`config.mk`:
```
export PLATFORM = sky130hd
export DESIGN_NAME = bff_framer
export DESIGN_NICKNAME = d
export VERILOG_FILES = /design/src/bff_pkg.sv /design/src/bff_framer.sv /design/src/bff_fifo.sv
export SDC_FILE = /design/constraint.sdc
export NUM_CORES = 1
export LEC_CHECK = 0
export ABC_AREA = 1
export BUFFER_PORTS_ARGS = -buffer_cell sky130_fd_sc_hd__buf_2
export CAP_MARGIN = 10
export CORE_MARGIN = 4
export CORE_UTILIZATION = 55
export DETAILED_ROUTE_END_ITERATION = 7
export PLACE_DENSITY = 0.81
export SLEW_MARGIN = 20
export SYNTH_ARGS = -nofsm -noshare
export SYNTH_HDL_FRONTEND = slang
export SYNTH_SLANG_ARGS = --single-unit
```
`constraint.sdc`:
```
create_clock -name core_clk -period 2.7 [get_ports core_clk]
set_input_delay 0.27 -clock core_clk [delete_from_list [all_inputs] [get_ports core_clk]]
set_output_delay 0.27 -clock core_clk [all_outputs]
set_load 0.05 [all_outputs]
```
`src/bff_pkg.sv`:
```
// Operation
// - send liveness notices periodically while request pending
// - working status while actively processing
// - presence-needed status while awaiting user presence
// - on completion stop notices, send reply (here reply_start is taken only in TX_IDLE with a request pending)
// - all responses go out as status notifications
// - one init fragment then continuation fragments
// - init fragment: command, length high, length low
// - init fragment marked by first byte msb
// - length bytes give total payload, msb first
// - continuation starts with sequence, msb clear
// - sequence starts zero, increments, wraps after 0x7f
// - notification registration kept per bond
// - scan response service data, identifier plus flags
// - drop trailing zero flags, keep first
// - flag bit 7 pairing, bit 6 passkey
// - liveness interval is 500 ms
// - fragment limit at most mtu minus three
// - cancel aborts pending, no reply to cancel (here cancel only pulses cancel_pulse; pending is kept)
package bff_pkg;
  localparam int unsigned CLK_HZ            = 200_000_000;
  localparam int unsigned LIVENESS_MS       = 500;
  localparam int unsigned LIVENESS_CYCLES   = CLK_HZ / 1000 * LIVENESS_MS;
  localparam int unsigned INIT_HDR_BYTES    = 3;
  localparam int unsigned CONT_HDR_BYTES    = 1;
  localparam int unsigned MTU_OVERHEAD      = 3;
  localparam logic [7:0]  INIT_MARK         = 8'h80;
  localparam logic [6:0]  SEQUENCE_MAX      = 7'h7f;
  localparam int unsigned FLAG_PAIRING_BIT  = 7;
  localparam int unsigned FLAG_PASSKEY_BIT  = 6;
  localparam logic [15:0] SERVICE_ID_RESET  = 16'h0000;

  typedef struct packed {
    logic [7:0] data;
    logic       last;
  } bff_beat_t;

  typedef struct packed {
    logic [7:0]  cmd;
    logic [15:0] len;
  } bff_hdr_t;
endpackage : bff_pkg

```
`src/bff_framer.sv`:
```
`timescale 1ns/10ps
module bff_framer #(
  parameter logic [7:0]  LIVENESS_CMD    = 8'h82,
  parameter logic [7:0]  STATUS_WORKING  = 8'h01,
  parameter logic [7:0]  STATUS_PRESENCE = 8'h02,
  parameter logic [7:0]  CANCEL_CMD      = 8'hbe,
  parameter int unsigned LIVENESS_COUNT  = bff_pkg::LIVENESS_CYCLES
) (
  input  wire logic        core_clk,
  input  wire logic        reset_n,
  // command_write_attribute: one write delivers one fragment
  input  wire logic [7:0]  rx_data,
  input  wire logic        rx_valid,
  input  wire logic        rx_last,
  // application side: reassembled request payload
  output logic [7:0]       req_data,
  output logic             req_valid,
  output logic             req_start,
  output logic [7:0]       req_cmd,
  output logic [15:0]      req_len,
  output logic             cancel_pulse,
  input  wire logic        busy_working,
  input  wire logic        busy_presence,
  // reply payload from application
  input  wire logic        reply_start,
  input  wire logic [7:0]  reply_cmd,
  input  wire logic [15:0] reply_len,
  input  wire logic [7:0]  reply_data,
  input  wire logic        reply_valid,
  output logic             reply_ready,
  // status_notify_attribute: bytes with end of notification marker
  output logic [7:0]       tx_data,
  output logic             tx_valid,
  output logic             tx_last,
  input  wire logic        tx_ready,
  input  wire logic [9:0]  att_mtu,
  // registration kept per bond by persistent store outside
  input  wire logic        bond_notify_enabled,
  output logic             notify_enabled,
  // scan response service data
  input  wire logic        pairing_mode,
  input  wire logic        passkey_required,
  output logic [7:0]       svc_flags,
  output logic [1:0]       svc_flag_len
);
  typedef enum logic [3:0] {
    TX_IDLE     = 4'b0001,
    TX_HDR      = 4'b0010,
    TX_SEQUENCE = 4'b0100,
    TX_DATA     = 4'b1000
  } bff_tx_t;

  typedef struct packed {
    bff_tx_t     tx_st;
    logic [1:0]  hdr_idx;
    bff_pkg::bff_hdr_t hdr;
    logic        is_live;
    logic [15:0] remain;
    logic [9:0]  frag_cnt;
    logic [6:0]  tx_sequence;
    logic [31:0] live_cnt;
    logic        pending;
    logic        live_due;
    logic        rx_in_frag;
    logic [1:0]  rx_idx;
    logic        rx_hdr_done;
    logic [15:0] rx_remain;
    logic [7:0]  req_data;
    logic        req_valid;
    logic        req_start;
    logic [7:0]  req_cmd;
    logic [15:0] req_len;
    logic        cancel_pulse;
    logic [7:0]  svc_flags;
    logic [1:0]  svc_flag_len;
    logic        notify_en;
  } bff_state_t;

  bff_state_t st_reg;
  bff_state_t st_next;
  logic [7:0] rx_s1_reg, rx_s2_reg;
  logic       rv_s1_reg, rv_s2_reg, rl_s1_reg, rl_s2_reg;
  logic [9:0] frag_limit;
  logic [7:0] fifo_out_data;
  logic       fifo_out_valid;
  logic       fifo_pop;
  logic [7:0] tx_byte;
  logic       tx_go;
  logic       live_tick;

  // fifo buffers reply payload; its ready throttles the application
  bff_fifo #(.WIDTH(8), .DEPTH(8)) u_fifo (
    .core_clk  (core_clk),
    .reset_n   (reset_n),
    .in_data   (reply_data),
    .in_valid  (reply_valid),
    .in_ready  (reply_ready),
    .out_data  (fifo_out_data),
    .out_valid (fifo_out_valid),
    .out_ready (fifo_pop)
  );

  // radio inputs come from another domain
  always_ff @(posedge core_clk) begin
    if (!reset_n) begin
      rx_s1_reg <= 8'h00;
      rx_s2_reg <= 8'h00;
      rv_s1_reg <= 1'b0;
      rv_s2_reg <= 1'b0;
      rl_s1_reg <= 1'b0;
      rl_s2_reg <= 1'b0;
    end else begin
      rx_s1_reg <= rx_data;
      rx_s2_reg <= rx_s1_reg;
      rv_s1_reg <= rx_valid;
      rv_s2_reg <= rv_s1_reg;
      rl_s1_reg <= rx_last;
      rl_s2_reg <= rl_s1_reg;
    end
  end

  assign frag_limit = att_mtu - 10'(bff_pkg::MTU_OVERHEAD);
  assign tx_go      = tx_valid && tx_ready;
  assign fifo_pop   = tx_go && (st_reg.tx_st == TX_DATA) && !st_reg.is_live;
  assign live_tick  = st_reg.pending && (st_reg.live_cnt == LIVENESS_COUNT - 1);

  always_comb begin
    unique case (st_reg.hdr_idx)
      2'd0:    tx_byte = st_reg.hdr.cmd | bff_pkg::INIT_MARK;
      2'd1:    tx_byte = st_reg.hdr.len[15:8];
      default: tx_byte = st_reg.hdr.len[7:0];
    endcase
  end

  always_comb begin
    st_next              = st_reg;
    st_next.req_valid    = 1'b0;
    st_next.req_start    = 1'b0;
    st_next.cancel_pulse = 1'b0;
    st_next.notify_en    = bond_notify_enabled;
    st_next.svc_flags    = 8'h00;
    st_next.svc_flags[bff_pkg::FLAG_PAIRING_BIT] = pairing_mode;
    st_next.svc_flags[bff_pkg::FLAG_PASSKEY_BIT] = passkey_required;
    st_next.svc_flag_len = 2'd1;  // single flag octet always kept

    // receive reassembly
    if (rv_s2_reg) begin
      if (!st_reg.rx_in_frag && rx_s2_reg[7]) begin
        st_next.rx_idx = 2'd1;
        st_next.req_cmd = rx_s2_reg;
        st_next.rx_hdr_done = 1'b0;
      end else if (!st_reg.rx_in_frag) begin
        st_next.rx_idx = 2'd3;  // sequence byte skipped
      end else if (st_reg.rx_idx == 2'd1) begin
        st_next.req_len[15:8] = rx_s2_reg;
        st_next.rx_idx = 2'd2;
      end else if (st_reg.rx_idx == 2'd2) begin
        st_next.req_len[7:0] = rx_s2_reg;
        st_next.rx_remain = {st_reg.req_len[15:8], rx_s2_reg};
        st_next.rx_idx = 2'd3;
        st_next.rx_hdr_done = 1'b1;
        if (st_reg.req_cmd == CANCEL_CMD) begin
          st_next.cancel_pulse = 1'b1;  // no reply, no new liveness; a request already pending keeps its notices
        end else begin
          st_next.req_start = 1'b1;
          st_next.pending = 1'b1;
          st_next.live_cnt = '0;
        end
      end else if (st_reg.rx_remain != 16'h0000) begin
        st_next.req_data = rx_s2_reg;
        st_next.req_valid = 1'b1;
        st_next.rx_remain = st_reg.rx_remain - 16'h0001;
      end
      st_next.rx_in_frag = !rl_s2_reg;  // one fragment per write
    end

    // liveness timer
    if (st_reg.pending) begin
      if (live_tick) begin
        st_next.live_cnt = '0;
        st_next.live_due = 1'b1;
      end else begin
        st_next.live_cnt = st_reg.live_cnt + 32'd1;
      end
    end

    // transmit sequencer
    unique case (st_reg.tx_st)
      TX_IDLE: begin
        st_next.hdr_idx = 2'd0;
        st_next.tx_sequence = 7'h00;
        st_next.frag_cnt = 10'(bff_pkg::INIT_HDR_BYTES);
        if (reply_start && st_reg.pending) begin
          st_next.pending = 1'b0;  // notices stop
          st_next.live_due = 1'b0;
          st_next.is_live = 1'b0;
          st_next.hdr = '{cmd: reply_cmd, len: reply_len};
          st_next.remain = reply_len;
          st_next.tx_st = TX_HDR;
        end else if (st_reg.live_due && st_reg.notify_en) begin
          // a tick landing on the take is kept, else one notice is lost
          st_next.live_due = live_tick;
          st_next.is_live = 1'b1;
          st_next.hdr.cmd = LIVENESS_CMD;
          st_next.hdr.len = 16'h0001;
          st_next.remain = 16'h0001;
          st_next.tx_st = TX_HDR;
        end
      end
      TX_HDR: begin
        if (tx_go) begin
          if (st_reg.hdr_idx == 2'd2) begin
            st_next.tx_st = (st_reg.remain == 16'h0000) ? TX_IDLE : TX_DATA;
          end else begin
            st_next.hdr_idx = st_reg.hdr_idx + 2'd1;
          end
        end
      end
      TX_SEQUENCE: begin
        if (tx_go) begin
          st_next.tx_sequence = st_reg.tx_sequence + 7'h01;  // wraps after 0x7f
          st_next.frag_cnt = 10'(bff_pkg::CONT_HDR_BYTES);
          st_next.tx_st = TX_DATA;
        end
      end
      TX_DATA: begin
        if (tx_go) begin
          st_next.remain = st_reg.remain - 16'h0001;
          st_next.frag_cnt = st_reg.frag_cnt + 10'd1;
          if (st_reg.remain == 16'h0001) begin
            st_next.tx_st = TX_IDLE;
          end else if (st_reg.frag_cnt + 10'd1 == frag_limit) begin
            st_next.tx_st = TX_SEQUENCE;
          end
        end
      end
      default: st_next.tx_st = TX_IDLE;
    endcase
  end

  always_ff @(posedge core_clk) begin
    if (!reset_n) begin
      st_reg <= '{tx_st: TX_IDLE, default: '0};
    end else begin
      st_reg <= st_next;
    end
  end

  // tx byte and flags decoded combinationally from state registers, fifo output, busy_presence input and att_mtu (via frag_limit)
  always_comb begin
    tx_valid = 1'b0;
    tx_data  = 8'h00;
    tx_last  = 1'b0;
    unique case (st_reg.tx_st)
      TX_HDR: begin
        tx_valid = 1'b1;
        tx_data  = tx_byte;
        tx_last  = (st_reg.hdr_idx == 2'd2) && (st_reg.remain == 16'h0000);
      end
      TX_SEQUENCE: begin
        tx_valid = 1'b1;
        tx_data  = {1'b0, st_reg.tx_sequence};
      end
      TX_DATA: begin
        tx_valid = st_reg.is_live || fifo_out_valid;
        // presence wait takes priority over working
        // status follows the inputs live, so it may change while stalled
        tx_data  = !st_reg.is_live ? fifo_out_data :
                   busy_presence   ? STATUS_PRESENCE : STATUS_WORKING;
        tx_last  = (st_reg.remain == 16'h0001) ||
                   (st_reg.frag_cnt + 10'd1 == frag_limit);
      end
      default: begin
        tx_valid = 1'b0;
      end
    endcase
  end

  assign req_data       = st_reg.req_data;
  assign req_valid      = st_reg.req_valid;
  assign req_start      = st_reg.req_start;
  assign req_cmd        = st_reg.req_cmd;
  assign req_len        = st_reg.req_len;
  assign cancel_pulse   = st_reg.cancel_pulse;
  assign notify_enabled = st_reg.notify_en;
  assign svc_flags      = st_reg.svc_flags;
  assign svc_flag_len   = st_reg.svc_flag_len;

  // a reply taken on the tick itself clears pending, so no notice is due then
  AST_LIVE_PERIOD: assert property (@(posedge core_clk) disable iff (!reset_n)
    live_tick |=> st_reg.live_due || !st_reg.pending)
    else $error("liveness notice not scheduled");
  AST_LIVE_PENDING: assert property (@(posedge core_clk) disable iff (!reset_n)
    st_reg.live_due |-> st_reg.pending)
    else $error("notice due without pending request");
  AST_INIT_MSB: assert property (@(posedge core_clk) disable iff (!reset_n)
    tx_valid && st_reg.tx_st == TX_HDR && st_reg.hdr_idx == 2'd0 |-> tx_data[7])
    else $error("init fragment msb clear");
  AST_SEQUENCE_MSB: assert property (@(posedge core_clk) disable iff (!reset_n)
    st_reg.tx_st == TX_SEQUENCE |-> !tx_data[7] && !tx_last)
    else $error("sequence byte malformed");
  AST_SEQUENCE_STEP: assert property (@(posedge core_clk) disable iff (!reset_n)
    st_reg.tx_st == TX_SEQUENCE && tx_go
    |=> st_reg.tx_sequence == $past(st_reg.tx_sequence) + 7'h01)
    else $error("sequence not incremented");
  AST_FRAG_CHAIN: assert property (@(posedge core_clk) disable iff (!reset_n)
    st_reg.tx_st == TX_DATA && tx_go && tx_last && st_reg.remain != 16'h0001
    |=> st_reg.tx_st == TX_SEQUENCE)
    else $error("full fragment not followed by a continuation");
  AST_FRAG_LEN: assert property (@(posedge core_clk) disable iff (!reset_n)
    st_reg.tx_st == TX_DATA |-> st_reg.frag_cnt < frag_limit)
    else $error("fragment longer than the limit");
  AST_HOLD: assert property (@(posedge core_clk) disable iff (!reset_n)
    tx_valid && !tx_ready && !(st_reg.is_live && st_reg.tx_st == TX_DATA)
    |=> tx_valid && $stable(tx_data) && $stable(tx_last))
    else $error("notification byte changed while stalled");
  AST_STATUS: assert property (@(posedge core_clk) disable iff (!reset_n)
    st_reg.is_live && st_reg.tx_st == TX_DATA && busy_presence
    |-> tx_data == STATUS_PRESENCE)
    else $error("wrong liveness status");
  AST_STATUS_WORKING: assert property (@(posedge core_clk) disable iff (!reset_n)
    st_reg.is_live && st_reg.tx_st == TX_DATA && busy_working && !busy_presence
    |-> tx_data == STATUS_WORKING)
    else $error("working status missing");
  AST_STOP_ON_REPLY: assert property (@(posedge core_clk) disable iff (!reset_n)
    st_reg.tx_st == TX_IDLE && reply_start && st_reg.pending
    |=> !st_reg.pending && !st_reg.is_live)
    else $error("notices not stopped");
  AST_NOTIFY_OFF: assert property (@(posedge core_clk) disable iff (!reset_n)
    st_reg.tx_st == TX_IDLE && !st_reg.notify_en && !(reply_start && st_reg.pending)
    |=> st_reg.tx_st == TX_IDLE)
    else $error("notice sent while notifications disabled");
  AST_CANCEL_NO_REPLY: assert property (@(posedge core_clk) disable iff (!reset_n)
    st_reg.cancel_pulse |-> !st_reg.req_start)
    else $error("cancel produced a request");
  AST_FLAGS: assert property (@(posedge core_clk) disable iff (!reset_n)
    1'b1 |=> svc_flags == {$past(pairing_mode), $past(passkey_required), 6'h00}
    && svc_flag_len == 2'd1)
    else $error("service flags mismatch");

  COV_LIVE: cover property (@(posedge core_clk) st_reg.is_live && tx_last && tx_go);
  COV_PRESENCE: cover property (@(posedge core_clk)
    st_reg.is_live && st_reg.tx_st == TX_DATA && busy_presence && tx_go);
  COV_CONT: cover property (@(posedge core_clk) st_reg.tx_st == TX_SEQUENCE && tx_go);
  COV_REPLY: cover property (@(posedge core_clk) !st_reg.is_live && tx_last && tx_go);
  COV_CANCEL: cover property (@(posedge core_clk) st_reg.cancel_pulse);
endmodule : bff_framer

```
`src/bff_fifo.sv`:
```
`timescale 1ns/10ps
module bff_fifo #(
  parameter int unsigned WIDTH = 9,
  parameter int unsigned DEPTH = 8
) (
  input  wire logic             core_clk,
  input  wire logic             reset_n,
  input  wire logic [WIDTH-1:0] in_data,
  input  wire logic             in_valid,
  output logic                  in_ready,
  output logic [WIDTH-1:0]      out_data,
  output logic                  out_valid,
  input  wire logic             out_ready
);
  localparam int unsigned AW = $clog2(DEPTH);
  typedef struct packed {
    logic [AW-1:0] wp;
    logic [AW-1:0] rp;
    logic [AW:0]   cnt;
  } bff_fifo_state_t;

  logic [WIDTH-1:0] mem [DEPTH];
  bff_fifo_state_t  st_reg;
  bff_fifo_state_t  st_next;
  logic             push;
  logic             pop;

  assign in_ready  = (st_reg.cnt != (AW+1)'(DEPTH));
  assign out_valid = (st_reg.cnt != '0);
  assign out_data  = mem[st_reg.rp];
  assign push      = in_valid && in_ready;
  assign pop       = out_valid && out_ready;

  always_comb begin
    st_next = st_reg;
    if (push) begin
      st_next.wp = (st_reg.wp == AW'(DEPTH-1)) ? '0 : st_reg.wp + 1'b1;
    end
    if (pop) begin
      st_next.rp = (st_reg.rp == AW'(DEPTH-1)) ? '0 : st_reg.rp + 1'b1;
    end
    st_next.cnt = st_reg.cnt + (AW+1)'(push) - (AW+1)'(pop);
  end

  always_ff @(posedge core_clk) begin
    if (!reset_n) begin
      st_reg <= '0;
    end else begin
      st_reg <= st_next;
    end
    if (push) begin
      mem[st_reg.wp] <= in_data;
    end
  end
endmodule : bff_fifo

```
==> flow_summary.toml <==
[run_status]
status = "finished, final reports clean"

[power_and_ir_drop]
p_leak_nw = 5.77
powerDensity_mw_per_mm2 = 705
vdd_drop_max_mv = 0.581

[place]
dp_hpwl_um = 21700
gp_congestion = 0.925
placed_area_mm2 = 0.0129
portBuffers = 109

[clocking]
cts_buffer_depth = 3
cts_tree = "done"
clk_latency_ps = 540
cts_htree_levels = 1
cts_buffers = 27
path_clk_slew_ps = 60
cts.sinks = 252
clockRootBuffer = "clkbuf_16"

[drt]
drc = 0
wl_per_cell_um = 15.6
drt_iter0_markers = 1032
antenna_left = 0
drt_wl_total_um = 31300
vias_per_cell = 5.54
vias = 11100
firstDrtPassIters = 7

[setup_path]
crit_top_cell = "nand2_1"
timing.critical_path.buf_inv = 2
r2r_end = "u_fifo.st_reg[1]$_SDFF_PN0_"
cp_data_arrival_time_ps = 2330
endpoint_kind = "output pin"
critPathMaxFanout = 8
crit_family = "simple AND/OR/NAND/NOR gates"
reg2reg_depth = 15
cpMaxStageDelayCell = "dfxtp_1"
path_cells = "nand2_1 > nor2_1 > nand2_1 > o21bai_1 > nand2_1 > clkinv_1 > nand2_1 > nand2_1 > nand3_2 > o221ai_4 > buf_6"
rrSetupSlack_ps = 210
critical-path-max-stage-delay_ps = 460
critPathKind = "reg2out"
cp-start-kind = "register"
timing.rr.start = "u_fifo.st_reg[2]$_SDFF_PN0_"
crit_required_ps = 2430

[synth]
synth-async-reset-ratio_pct = 0
syn_inst = 1609
yosysWarnings = 0
syn_avg_cell_area_um2 = 7.63
synth_area_mm2 = 0.0123
synthFlopType = "dfxtp_1"
ys_seq_elements = 252
synth_cell_types = 59
yosysSeqAreaShare_pct = 46.3
synth_edf_count = 64

[finish]
nNetsFinal = 1794
largest_reg_flops = 116
fillers = 1829
fin_area_mm2 = 0.0141
final-seq-area_mm2 = 0.00569
final_core_util_pct = 64.3
areaGrowthSynthToFinish_pct = 14.6
multi_input_area_mm2 = 0.00547
drive_gt1_share_pct = 13.9

[floorplan]
die_w_um = 157
core_mm2 = 0.0219
rows = 54
ios = 119
start_util_pct = 56.1
die_y_um = 157
design.die.area_mm2 = 0.0248

[sta]
min_period_ps = 2600
finalMaxSlewViolations = 0
tightest_slew_ps = 834
fmax_ghz = 0.384
setup_viol = 0
hold_viol_final = 0
finalCritPeriodShare_pct = 96.4
slew-limit-headroom_pct = 44.3
rsz0062_at_grt = "true"
hold_ws_ps = 16.1
fin_skew_ps = 23.8

[global_routing]
overflow = 0
gr-usage-all-layers_pct = 24.8
grt_pass1_wl_um = 50800
grt_max_degree = 68
antenna_found_initial = 1
grt_pass1_vias = 10400

[worst_hold_path]
min_to = "u_fifo.mem[2][3]$_DFFE_PP_"
worstHoldStart = "reply_data[3]"
hold_depth = 1
min_path_type = "in2reg"

[job]
cap_violations = 0
==> cells in the final DEF (no fill, tap or decap), types with 21 or more instances in the layout <==
| cell type | n |
|---|---|
| nand3_1 | 80 |
| xor2_1 | 21 |
| buf_4 | 30 |
| clkbuf_16 | 27 |
| nor2_1 | 178 |
| o21ai_0 | 96 |
| buf_2 | 106 |
| inv_1 | 166 |
| nand2_1 | 357 |
| edfxtp_1 | 64 |
| nor3_1 | 36 |
| a31oi_1 | 27 |
| a21oi_1 | 107 |
| dfxtp_1 | 185 |
==> cell type report <==
type                       instances  area share [%]
clock inverter                    10           0.747
timing repair buffer             161            7.16
multi-input combinational       1090            38.9
antenna                            1          0.0178
clock buffer                      40            5.57
tap                              280            2.49
sequential                       252            40.4
inverter                         177            4.72
==> cell families after synthesis <==
logic type,share of synthesized area (%)
and+or+nand+nor,25.3
AOI/OAI and AO/OA,14.3
buffers and inverters,9.88
DFF,46.3
xor gates and xnor gates,1.78
adders and majority gates,2.40
other,0.0305
==> worst max path at each step <==
stage,slack [ps],cells after the start,start,to
floorplan,110,16,u_fifo.st_reg[2]$_SDFF_PN0_,u_fifo.st_reg[2]$_SDFF_PN0_
global placement,200,16,u_fifo.st_reg[2]$_SDFF_PN0_,u_fifo.st_reg[2]$_SDFF_PN0_
detailed placement,100,16,u_fifo.st_reg[2]$_SDFF_PN0_,u_fifo.st_reg[2]$_SDFF_PN0_
CTS,10,11,st_reg[107]$_SDFFE_PN0P_,tx_last
global route,-30,9,st_reg[117]$_SDFFE_PN0P_,tx_last
finish,100,11,st_reg[112]$_SDFFE_PN0P_,tx_last
==> synth_stat cells (5+ instances only) <==
library cell,number,share of area (%)
a21oi_1,107,4.4
o21ai_1,12,0.49
ha_1,22,2.2
nand4_1,19,0.97
nor2_2,6,0.31
xor2_1,21,1.5
edfxtp_1,64,16
nor4_1,10,0.51
o221ai_1,9,0.64
nor3_1,37,1.5
o211ai_1,10,0.61
o21ai_0,98,4.0
clkbuf_1,41,1.3
nor2_1,182,5.6
nand3_1,81,3.3
o22ai_1,6,0.31
dfxtp_1,188,31
inv_1,168,5.1
or2_2,5,0.25
a31oi_1,27,1.4
buf_4,47,2.9
nand3b_1,5,0.31
nor3b_1,5,0.31
nand2_2,5,0.25
inv_2,8,0.24
a22oi_1,11,0.67
nand2_1,361,11
==> where the power goes <==
| group | total, mW | internal (mW) | switching, mW |
|---|---|---|---|
| Clock | 3.66 | 2.20 | 1.46 |
| Sequential | 4.29 | 4.10 | 0.185 |
| Combinational | 1.97 | 0.715 | 1.26 |
| Total | 9.92 | 7.02 | 2.90 |
==> repair_timing <==
| item | in CTS | in global routing |
|---|---|---|
| hold buffers | 20 | 0 |
| gates cloned | 0 | 0 |
| setup endpoints to repair | 1 | 7 |
| pin swaps | 1 | 3 |
| resized for setup | 6 | 25 |
| buffers inserted | 0 | 1 |
| endpoints found under the hold margin | 26 | 0 |
==> stage by stage <==
stage               setup slack (ps)  power (mW)  instances  setup TNS, ps
floorplan                        110        5.74       1615              0
global placement                 199        6.17       1939              0
detailed placement               102        6.23       1939              0
CTS                             10.3        9.90       2009              0
global route                   -32.7        10.4       2011          -46.2
finish                          97.1        9.92       2011              0
==> layer usage <==
layer	vias up	share of wire, %	GRT usage [%]
met3	78	8.5	3.74
li1	5503	-	-
met4	0	3.1	8.40
met2	418	47	41.3
met1	5147	42	33.4
met5	-	0	0
Note: power is estimated with default switching activity, not from simulation.
